**src/rtl/ptd_params.svh**
```systemverilog
// Timing constants for the pump turn-on control block
`ifndef PTD_PARAMS_SVH
`define PTD_PARAMS_SVH

// Logic clock rate in hertz
`define PTD_CLK_HZ 10000000
// Pump delay time in seconds
`define PTD_DELAY_S 60
// Pump delay in clock cycles
`define PTD_DELAY_CYC (`PTD_DELAY_S * `PTD_CLK_HZ)
// Turn-on threshold frequency in hertz, well above the zero conductivity frequency
`define PTD_THRESH_HZ 3250
// Shortest period, in cycles, counted as below threshold (rounded down)
`define PTD_THRESH_CYC (`PTD_CLK_HZ / `PTD_THRESH_HZ)
// Period counter width
`define PTD_PER_W 16
// Delay counter width
`define PTD_DLY_W 32
// Reset values; the period count starts saturated at the threshold count,
// so the first edge after reset is judged to end a slow period
`define PTD_PER_RST 16'h0C04
`define PTD_DLY_RST 32'h0000_0000

`endif

```
**src/rtl/ptd_pkg.sv**
```systemverilog
// Types shared by the pump turn-on control block
`default_nettype none
package ptd_pkg;
    // Detector result carried from the counter stage to the delay stage
    typedef struct packed {
        logic level;
        logic edgeSeen;
    } ptd_det_t;

    // Delay stage states
    typedef enum logic [1:0] {
        PTD_WAIT,
        PTD_COUNT,
        PTD_RUN
    } ptd_state_t;
endpackage
`default_nettype wire

```
**src/rtl/ptd_delay_stage.sv**
```systemverilog
// Pump turn-on delay stage: enables the pump a fixed time after detection
`timescale 1ns/1ps
`include "ptd_params.svh"
`default_nettype none
module ptd_delay_stage
    import ptd_pkg::*;
#(
    parameter int unsigned DELAY_CYCLES = `PTD_DELAY_CYC
) (
    input wire logic ref_clk,
    input wire logic rst,
    input wire ptd_det_t detIn,
    output logic pumpEnable
);
    localparam logic [`PTD_DLY_W-1:0] LAST = DELAY_CYCLES[`PTD_DLY_W-1:0] - 32'h0000_0001;

    ptd_state_t state;
    ptd_state_t next_state;
    logic [`PTD_DLY_W-1:0] count;
    logic [`PTD_DLY_W-1:0] next_count;

    ////////////////////////////////////////////////////////////////////////
    // Next state: a low detector always drops the pump and clears the count
    always_comb begin
        next_state = state;
        next_count = count;
        case (state)
            PTD_WAIT: begin
                next_count = `PTD_DLY_RST;
                if (detIn.level) begin
                    next_state = (LAST == `PTD_DLY_RST) ? PTD_RUN : PTD_COUNT;
                    next_count = 32'h0000_0001;
                end
            end
            PTD_COUNT: begin
                if (!detIn.level) begin
                    next_state = PTD_WAIT;
                    next_count = `PTD_DLY_RST;
                end else if (count == LAST) begin
                    next_state = PTD_RUN;
                end else begin
                    next_count = count + 32'h0000_0001;
                end
            end
            PTD_RUN: begin
                if (!detIn.level) begin
                    next_state = PTD_WAIT;
                    next_count = `PTD_DLY_RST;
                end
            end
            default: begin
                next_state = PTD_WAIT;
                next_count = `PTD_DLY_RST;
            end
        endcase
    end

    // State registers
    always_ff @(posedge ref_clk or posedge rst) begin
        if (rst) begin
            state <= PTD_WAIT;
            count <= `PTD_DLY_RST;
        end else begin
            state <= next_state;
            count <= next_count;
        end
    end

    // Output decoded from state only, so it is glitch free toward the pump driver
    assign pumpEnable = (state == PTD_RUN);

    ////////////////////////////////////////////////////////////////////////
    // Checks
    delay_exact_a: assert property (@(posedge ref_clk) disable iff (rst)
        $rose(pumpEnable) |-> $past(count) == LAST && $past(detIn.level))
        else $error("pump enabled at wrong delay count");
    drop_restart_a: assert property (@(posedge ref_clk) disable iff (rst)
        !detIn.level |=> !pumpEnable && count == `PTD_DLY_RST)
        else $error("pump not dropped or count not cleared");
    count_steps_a: assert property (@(posedge ref_clk) disable iff (rst)
        (state == PTD_COUNT && detIn.level && count != LAST) |=> count == $past(count) + 1)
        else $error("delay count did not advance");
    // The level only rises on the edge flag that travels with it
    level_after_edge_a: assert property (@(posedge ref_clk) disable iff (rst)
        $rose(detIn.level) |-> $past(detIn.edgeSeen))
        else $error("detector level rose without a primary input edge");
endmodule
`default_nettype wire

```
**src/rtl/ptd_pump_turn_on.sv**
```systemverilog
// Pump turn-on control: conductivity frequency detector and delayed pump enable
//
// Operation
// - The pump decision is taken only from the primary conductivity input.
// - The turn-on threshold sits well above the zero conductivity frequency.
// - The pump is enabled only after detection and then the full delay, in that order.
// - The detector reads low near 2500 Hz and high near 4000 Hz.
// - The detector level feeds the delay stage unchanged.
// - The pump enable rises exactly 60 seconds after the detector goes high.
//
// Timing, counted in logic clock edges:
// - a pin rise is in the second sync flop two edges later, and the edge
//   detector fires while that flop is high and the third is still low;
// - on that edge the period count restarts at one, so at the next rise it
//   holds the number of clocks between the two rises;
// - the detector register takes its new level on the edge that sees the rise;
// - the delay stage starts counting on the edge after the detector goes
//   high and raises the pump enable the full delay count of edges after
//   the detector rose;
// - a low detector stops the pump and clears the delay on the next edge.
// The threshold sits between the slow and the fast test tones, far above a
// cell in air, and a dead input saturates the period count, so the flag
// falls a threshold period after the last edge.
// Limitation: pin pulses shorter than about one clock may be missed by the
// synchroniser; sensor tones are thousands of clocks long, so this is safe.
`timescale 1ns/1ps
`include "ptd_params.svh"
`default_nettype none
module ptd_pump_turn_on
    import ptd_pkg::*;
#(
    parameter int unsigned DELAY_CYCLES = `PTD_DELAY_CYC
) (
    input wire logic ref_clk,
    input wire logic rst,
    input wire logic condPrimary,
    output logic freqDetect,
    output logic pumpEnable
);
    // Period count at which a tone is judged too slow, cut to the counter width
    localparam logic [`PTD_PER_W-1:0] THRESH = 16'(`PTD_THRESH_CYC);
    // Pump delay in clocks, as used by the independent check counter
    localparam logic [`PTD_DLY_W-1:0] DLY_TARGET = DELAY_CYCLES[`PTD_DLY_W-1:0];

    logic condSync1;
    logic condSync2;
    logic condPrev;
    logic condRise;
    logic [`PTD_PER_W-1:0] periodCount;
    logic [`PTD_PER_W-1:0] next_periodCount;
    logic next_freqDetect;
    ptd_det_t detBus;
    // Check helper state, read only by the assertions
    logic [`PTD_DLY_W-1:0] detAge;
    logic [`PTD_DLY_W-1:0] next_detAge;

    ////////////////////////////////////////////////////////////////////////
    // Squared input comes from outside the clock domain: two flops first
    // Only the second flop reads the first; the third just remembers the
    // previous synchronised level for the edge detector.
    always_ff @(posedge ref_clk or posedge rst) begin
        if (rst) begin
            condSync1 <= 1'b0;
            condSync2 <= 1'b0;
            condPrev <= 1'b0;
        end else begin
            condSync1 <= condPrimary;
            condSync2 <= condSync1;
            condPrev <= condSync2;
        end
    end

    // Rising edge of the synchronised input starts each period
    assign condRise = condSync2 && !condPrev;

    ////////////////////////////////////////////////////////////////////////
    // Retriggerable one-shot: each rising edge restarts the period count.
    // An edge arriving before the count reaches the threshold means the
    // frequency is above turn-on; the count saturating means it is below.
    // Saturating also covers a dead input, so a dry cell never turns on.
    // The reset value is the saturated count, so a lone edge right after
    // reset is treated as ending a slow period and cannot raise the flag.
    always_comb begin
        next_periodCount = periodCount;
        next_freqDetect = freqDetect;
        if (condRise) begin
            next_periodCount = 16'h0001;
            next_freqDetect = (periodCount < THRESH);
        end else if (periodCount >= THRESH) begin
            next_periodCount = THRESH;
            next_freqDetect = 1'b0;
        end else begin
            next_periodCount = periodCount + 16'h0001;
        end
    end

    // Detector registers
    always_ff @(posedge ref_clk or posedge rst) begin
        if (rst) begin
            periodCount <= `PTD_PER_RST;
            freqDetect <= 1'b0;
        end else begin
            periodCount <= next_periodCount;
            freqDetect <= next_freqDetect;
        end
    end

    ////////////////////////////////////////////////////////////////////////
    // Detector level handed on as is; edge flag rides along for observers
    assign detBus.level = freqDetect;
    assign detBus.edgeSeen = condRise;

    // Fixed pump delay stage
    ptd_delay_stage #(
        .DELAY_CYCLES(DELAY_CYCLES)
    ) delayStage (
        .ref_clk(ref_clk),
        .rst(rst),
        .detIn(detBus),
        .pumpEnable(pumpEnable)
    );

    ////////////////////////////////////////////////////////////////////////
    // Check helper: how long the detector has stood high, counted apart
    // from the delay stage so the pump timing is judged by a second counter.
    // It saturates at the delay, so a long pumping run never wraps it, and
    // nothing but the checks reads it, so synthesis trims it away.
    always_comb begin
        next_detAge = detAge;
        if (!freqDetect) begin
            next_detAge = `PTD_DLY_RST;
        end else if (detAge != DLY_TARGET) begin
            next_detAge = detAge + 32'h0000_0001;
        end
    end

    // Helper register
    always_ff @(posedge ref_clk or posedge rst) begin
        if (rst) begin
            detAge <= `PTD_DLY_RST;
        end else begin
            detAge <= next_detAge;
        end
    end

    ////////////////////////////////////////////////////////////////////////
    // Checks on the detector; all run on the logic clock and are held off
    // while reset is high, so nothing is judged until reset falls.

    // A change of level needs a primary edge or a saturated period
    source_only_a: assert property (@(posedge ref_clk) disable iff (rst)
        $changed(freqDetect) |-> $past(condRise) || $past(periodCount) >= THRESH)
        else $error("detector changed without a primary input cause");

    // No edge, no rise: drift on a dead input cannot raise the flag
    low_keeps_low_a: assert property (@(posedge ref_clk) disable iff (rst)
        (!freqDetect && !condRise) |=> !freqDetect)
        else $error("detector rose without an input edge");

    // A saturated count means a slow tone or none
    slow_is_low_a: assert property (@(posedge ref_clk) disable iff (rst)
        (periodCount >= THRESH && !condRise) |=> !freqDetect)
        else $error("detector high below threshold frequency");

    // The count never passes its saturation point
    period_cap_a: assert property (@(posedge ref_clk) disable iff (rst)
        periodCount <= THRESH)
        else $error("period count passed its ceiling");

    // Each edge restarts the period count
    rise_restart_a: assert property (@(posedge ref_clk) disable iff (rst)
        condRise |=> periodCount == 16'h0001)
        else $error("period count not restarted by an edge");

    // A short period reads high
    fast_is_high_a: assert property (@(posedge ref_clk) disable iff (rst)
        (condRise && periodCount < THRESH) |=> freqDetect)
        else $error("detector low above threshold frequency");

    // A long period reads low
    slow_edge_low_a: assert property (@(posedge ref_clk) disable iff (rst)
        (condRise && periodCount >= THRESH) |=> !freqDetect)
        else $error("detector high after a long period");

    // Between edges a high level stands until the count saturates
    det_stands_a: assert property (@(posedge ref_clk) disable iff (rst)
        (freqDetect && !condRise && periodCount < THRESH) |=> freqDetect)
        else $error("detector dropped inside a fast period");

    ////////////////////////////////////////////////////////////////////////
    // Checks on the pump enable, partly against the helper counter

    // The pump rises only after the detector has been high
    pump_needs_det_a: assert property (@(posedge ref_clk) disable iff (rst)
        $rose(pumpEnable) |-> $past(freqDetect))
        else $error("pump enabled without prior detection");

    // The pump is never on before the detector has stood the full delay
    pump_age_a: assert property (@(posedge ref_clk) disable iff (rst)
        pumpEnable |-> detAge == DLY_TARGET)
        else $error("pump on before the full delay");

    // Once the detector has stood the full delay the pump is on
    age_pump_on_a: assert property (@(posedge ref_clk) disable iff (rst)
        (freqDetect && detAge == DLY_TARGET) |-> pumpEnable)
        else $error("pump late after the full delay");

    // A high detector keeps a running pump on
    pump_holds_a: assert property (@(posedge ref_clk) disable iff (rst)
        (pumpEnable && freqDetect) |=> pumpEnable)
        else $error("pump dropped while detector high");

    // A falling detector stops the pump on the next edge
    det_drop_pump_a: assert property (@(posedge ref_clk) disable iff (rst)
        $fell(freqDetect) |=> !pumpEnable)
        else $error("pump stayed on after detector fell");

    // The pump only runs if the detector was high on the edge before
    pump_follows_a: assert property (@(posedge ref_clk) disable iff (rst)
        pumpEnable |-> $past(freqDetect))
        else $error("pump on while detector was low");
endmodule
`default_nettype wire

```
**config.mk**
```make
export PLATFORM = sky130hd
export DESIGN_NAME = ptd_pump_turn_on
export DESIGN_NICKNAME = d
export VERILOG_FILES = /design/src/rtl/ptd_pkg.sv /design/src/rtl/ptd_delay_stage.sv /design/src/rtl/ptd_pump_turn_on.sv
export VERILOG_INCLUDE_DIRS = /design/src /design/src/rtl
export SDC_FILE = /design/constraint.sdc
export NUM_CORES = 1
export LEC_CHECK = 0
export BUFFER_PORTS_ARGS = -buffer_cell sky130_fd_sc_hd__buf_2
export CORE_MARGIN = 5
export CORE_UTILIZATION = 55
export DETAILED_ROUTE_END_ITERATION = 10
export HOLD_SLACK_MARGIN = 0.1
export PLACE_DENSITY = 0.79
export SETUP_SLACK_MARGIN = 0.5
export SYNTH_ARGS = -nofsm -noshare
export SYNTH_HDL_FRONTEND = slang
export SYNTH_SLANG_ARGS = --single-unit
```
**constraint.sdc**
```tcl
create_clock -name ref_clk -period 2.65 [get_ports ref_clk]
set_clock_uncertainty 0.1 [all_clocks]
set_input_delay 0.3975 -clock ref_clk [delete_from_list [all_inputs] [get_ports ref_clk]]
set_output_delay 0.3975 -clock ref_clk [all_outputs]
set_load 0.005 [all_outputs]
```
==> reports/qor.yml <==
floorplanning:
  dieArea_mm2: 0.006779
  pin_count: 5
  num_rows: 26
  core_area_mm2: 0.005107
  die_h_um: 82.34
  initial_utilization_pct: 56.34
  die_x_um: 82.34
clocking:
  cts_buffers: 5
  clock_path_buffers: 2
  insertion_delay_ns: 0.32
  cts_tree: "yes"
  clock_sinks: 54
  clk_pin_slew_ns: 0.11
  h-tree-depth: 2
  ctsRootBufferMaster: "clkbuf_8"
synthesis:
  synth.distinct_cells: 52
  synth.ff_latch_count: 54
  syn_area_per_cell_um2: 10.03
  syn_inst: 287
  netlist_area_mm2: 0.002878
  async_flop_share_pct: 100.0
  synth-edff-count: 0
  yosys_warnings: 0
  yosysSeqAreaShare_pct: 47.09
  synth_area_leaders: "dfrtp_1 44%, xor2_1 4.9%, a21oi_1 3.8%"
  synthTopCellsByCount: "51 x dfrtp_1, 24 x nor2_1, 22 x a21oi_1, 22 x nand2_1, 16 x xor2_1"
  yosys.cell_count.top_type: "dfrtp_1"
  synth.top_cell.area_share_pct: 44.35
  synth_top_cell_by_area: "dfrtp_1"
  synthFlopType: "dfrtp_1"
cells_and_area:
  nNetsFinal: 313
  finalCoreUtilization_pct: 61.93
  fill_cells: 424
  final_cell_area_mm2: 0.003163
  n_antenna_cell: 0
  register_area_mm2: 0.001355
  layout.cells.non_filler: 377
  area_growth_pct: 9.913
  multiInputGateArea_mm2: 0.001495
  drive_above_1_share_pct: 16.94
critical_path:
  worst_setup_path_end_kind: "flop"
  r2r-start: "delayStage.count[1]$_DFFE_PP0P_"
  cp.depth: 7
  reg2reg_to: "delayStage.count[15]$_DFFE_PP0P_"
  reg2reg_depth: 7
  cp.required_ns: 2.78
  critical_path_class: "reg -> reg"
  startpoint: "delayStage.count[1]$_DFFE_PP0P_"
  start_kind: "flop"
  worst_path_max_delay_cell: "or4_1"
  setup.worst_path.end: "delayStage.count[15]$_DFFE_PP0P_"
  path_cells: "ha_2, and4_4, nand4_1, o31ai_4, buf_4, or4_1, a21oi_2"
  critPathMaxStageDelay_ns: 0.52
  reg2reg_slack_ns: 0.57
  arrival_ns: 2.21
  critPathMaxFanout: 9
  critPathTopFamily: "simple AND/OR/NAND/NOR gates"
  cp_num_buf_inv: 1
grt:
  gr-usage-all-layers_pct: 18.55
  grt-ovfl-total: 0
  grt_first_pass_wirelength_um: 9894
  grt_max_degree: 46
  antenna_found_initial: 0
  grt_pass1_vias: 2256
power:
  powerDensity_mw_per_mm2: 431.9
  ir_worst_vdd_v: 0.0002731
  p_leak_nw: 1.279
  p_total_mw: 1.366
sta:
  maxSlewViolCount: 0
  relSlewSlack_pct: 38.16
  fmax_mhz: 480.2
  period_minus_slack_ns: 2.082
  hold_viol_final: 0
  setup_viol: 0
  grt_setup_unrepaired: "false"
  finalCritPeriodShare_pct: 78.58
  holdWs_ns: 0.1784
  tightest_slew_ns: 0.9262
  layout_setup_ws_ns: 0.5677
  fin_setup_tns_ns: 0
outcome:
  status: "finished clean"
place:
  gp_congestion: 0.8615
  dpl.cell_count: 363
  dp_hpwl_um: 3923
  pre_cts_ws_ns: 0.4803
  post_dp_cell_area_mm2: 0.002995
  port_buffers: 4
drt:
  drtAntennaViolNets: 0
  drt_iter0_drc: 95
  via_count: 2214
  drtPass1Iterations: 4
  drc: 0
  drt-total-wl_um: 5576
  vias_per_cell: 5.873
  wl_per_cell_um: 14.79
worst_hold_path:
  hold_class: "in -> async"
job:
  max_cap_violations: 0
[state kept, by name (all words and copies together), names as in the netlist]
signal	flops
delayStage.state	2
condPrev	1
condSync1	1
condSync2	1
periodCount	16
freqDetect	1
delayStage.count	32
[placed cells by master, fill, tap and decap left out, drive strengths merged, types with 3 or more instances in the layout]
| cell type | count |
|---|---|
| a21oi | 22 |
| and2 | 3 |
| and3 | 11 |
| and4 | 8 |
| buf | 14 |
| clkbuf | 5 |
| conb | 4 |
| dfrtp | 51 |
| dfstp | 3 |
| ha | 4 |
| inv | 7 |
| nand2 | 23 |
| nand2b | 3 |
| nand3 | 17 |
| nand4 | 14 |
| nor2 | 25 |
| nor2b | 4 |
| nor4 | 6 |
| nor4b | 3 |
| o21ai | 17 |
| o31ai | 4 |
| or3 | 13 |
| or4 | 6 |
| xnor2 | 6 |
| xor2 | 16 |
[layout make-up]
class	count	share of cell area (%)
clock buffer	5	2.176
inverter	6	0.7120
tap	70	2.769
timing repair buffer	15	3.323
multi-input combinational	224	47.27
clock inverter	3	0.9098
sequential	54	42.84
[worst reg2reg max path: cells and delay by family (launching register included)]
family                     cells  cell delay, ns
DFF                            1            0.42
adders and majority gates      1            0.20
and+or+nand+nor                3            0.85
buffers and inverters          1            0.17
AOI/OAI and AO/OA              2            0.26
[worst min-delay path by stage]
stage	startpoint	to	slack (ns)
2_1_floorplan	condSync1$_DFF_PP0_	condSync2$_DFF_PP0_	0.23
3_3_place_gp	condSync1$_DFF_PP0_	condSync2$_DFF_PP0_	0.24
3_5_place_dp	condSync1$_DFF_PP0_	condSync2$_DFF_PP0_	0.24
4_1_cts	rst	periodCount[5]$_DFF_PP0_	0.21
5_1_grt	rst	periodCount[5]$_DFF_PP0_	0.26
6_report	rst	delayStage.count[17]$_DFFE_PP0P_	0.18
[where the power goes]
part           internal (mW)  switching, mW
combinational         0.0101         0.0238
sequential             0.835        0.00696
clock                  0.196          0.294
[cells by family (layout without fill, tap and decap cells)]
logic type      after synthesis  after routing  share of synthesized area (%)
flops                        54             54                          47.09
buf+inv                      12             29                          2.261
other cells                   1              4                         0.1303
xor+xnor                     22             22                          6.695
simple gates                145            145                          32.13
fa+ha+maj                     4              4                          1.739
compound gates               49             49                          9.957
[per-layer routing]
metal,up-vias,wire [µm],GRT usage [%]
met2,40,2834,32.85
met3,6,140,3.796
li1,1087,-,-
met1,1081,2545,22.57
met5,-,0,0
met4,0,55,5.648
[what timing repair did]
action / in CTS / in global routing
hold buffers: 1 / 0
resized for setup: 0 / 6
setup buffers: 3 / 2
endpoints found under the hold margin: 1 / 0
setup endpoints to repair: 2 / 13
pin swaps: 0 / 2
No activity file was read; power rests on OpenSTA's default activity.
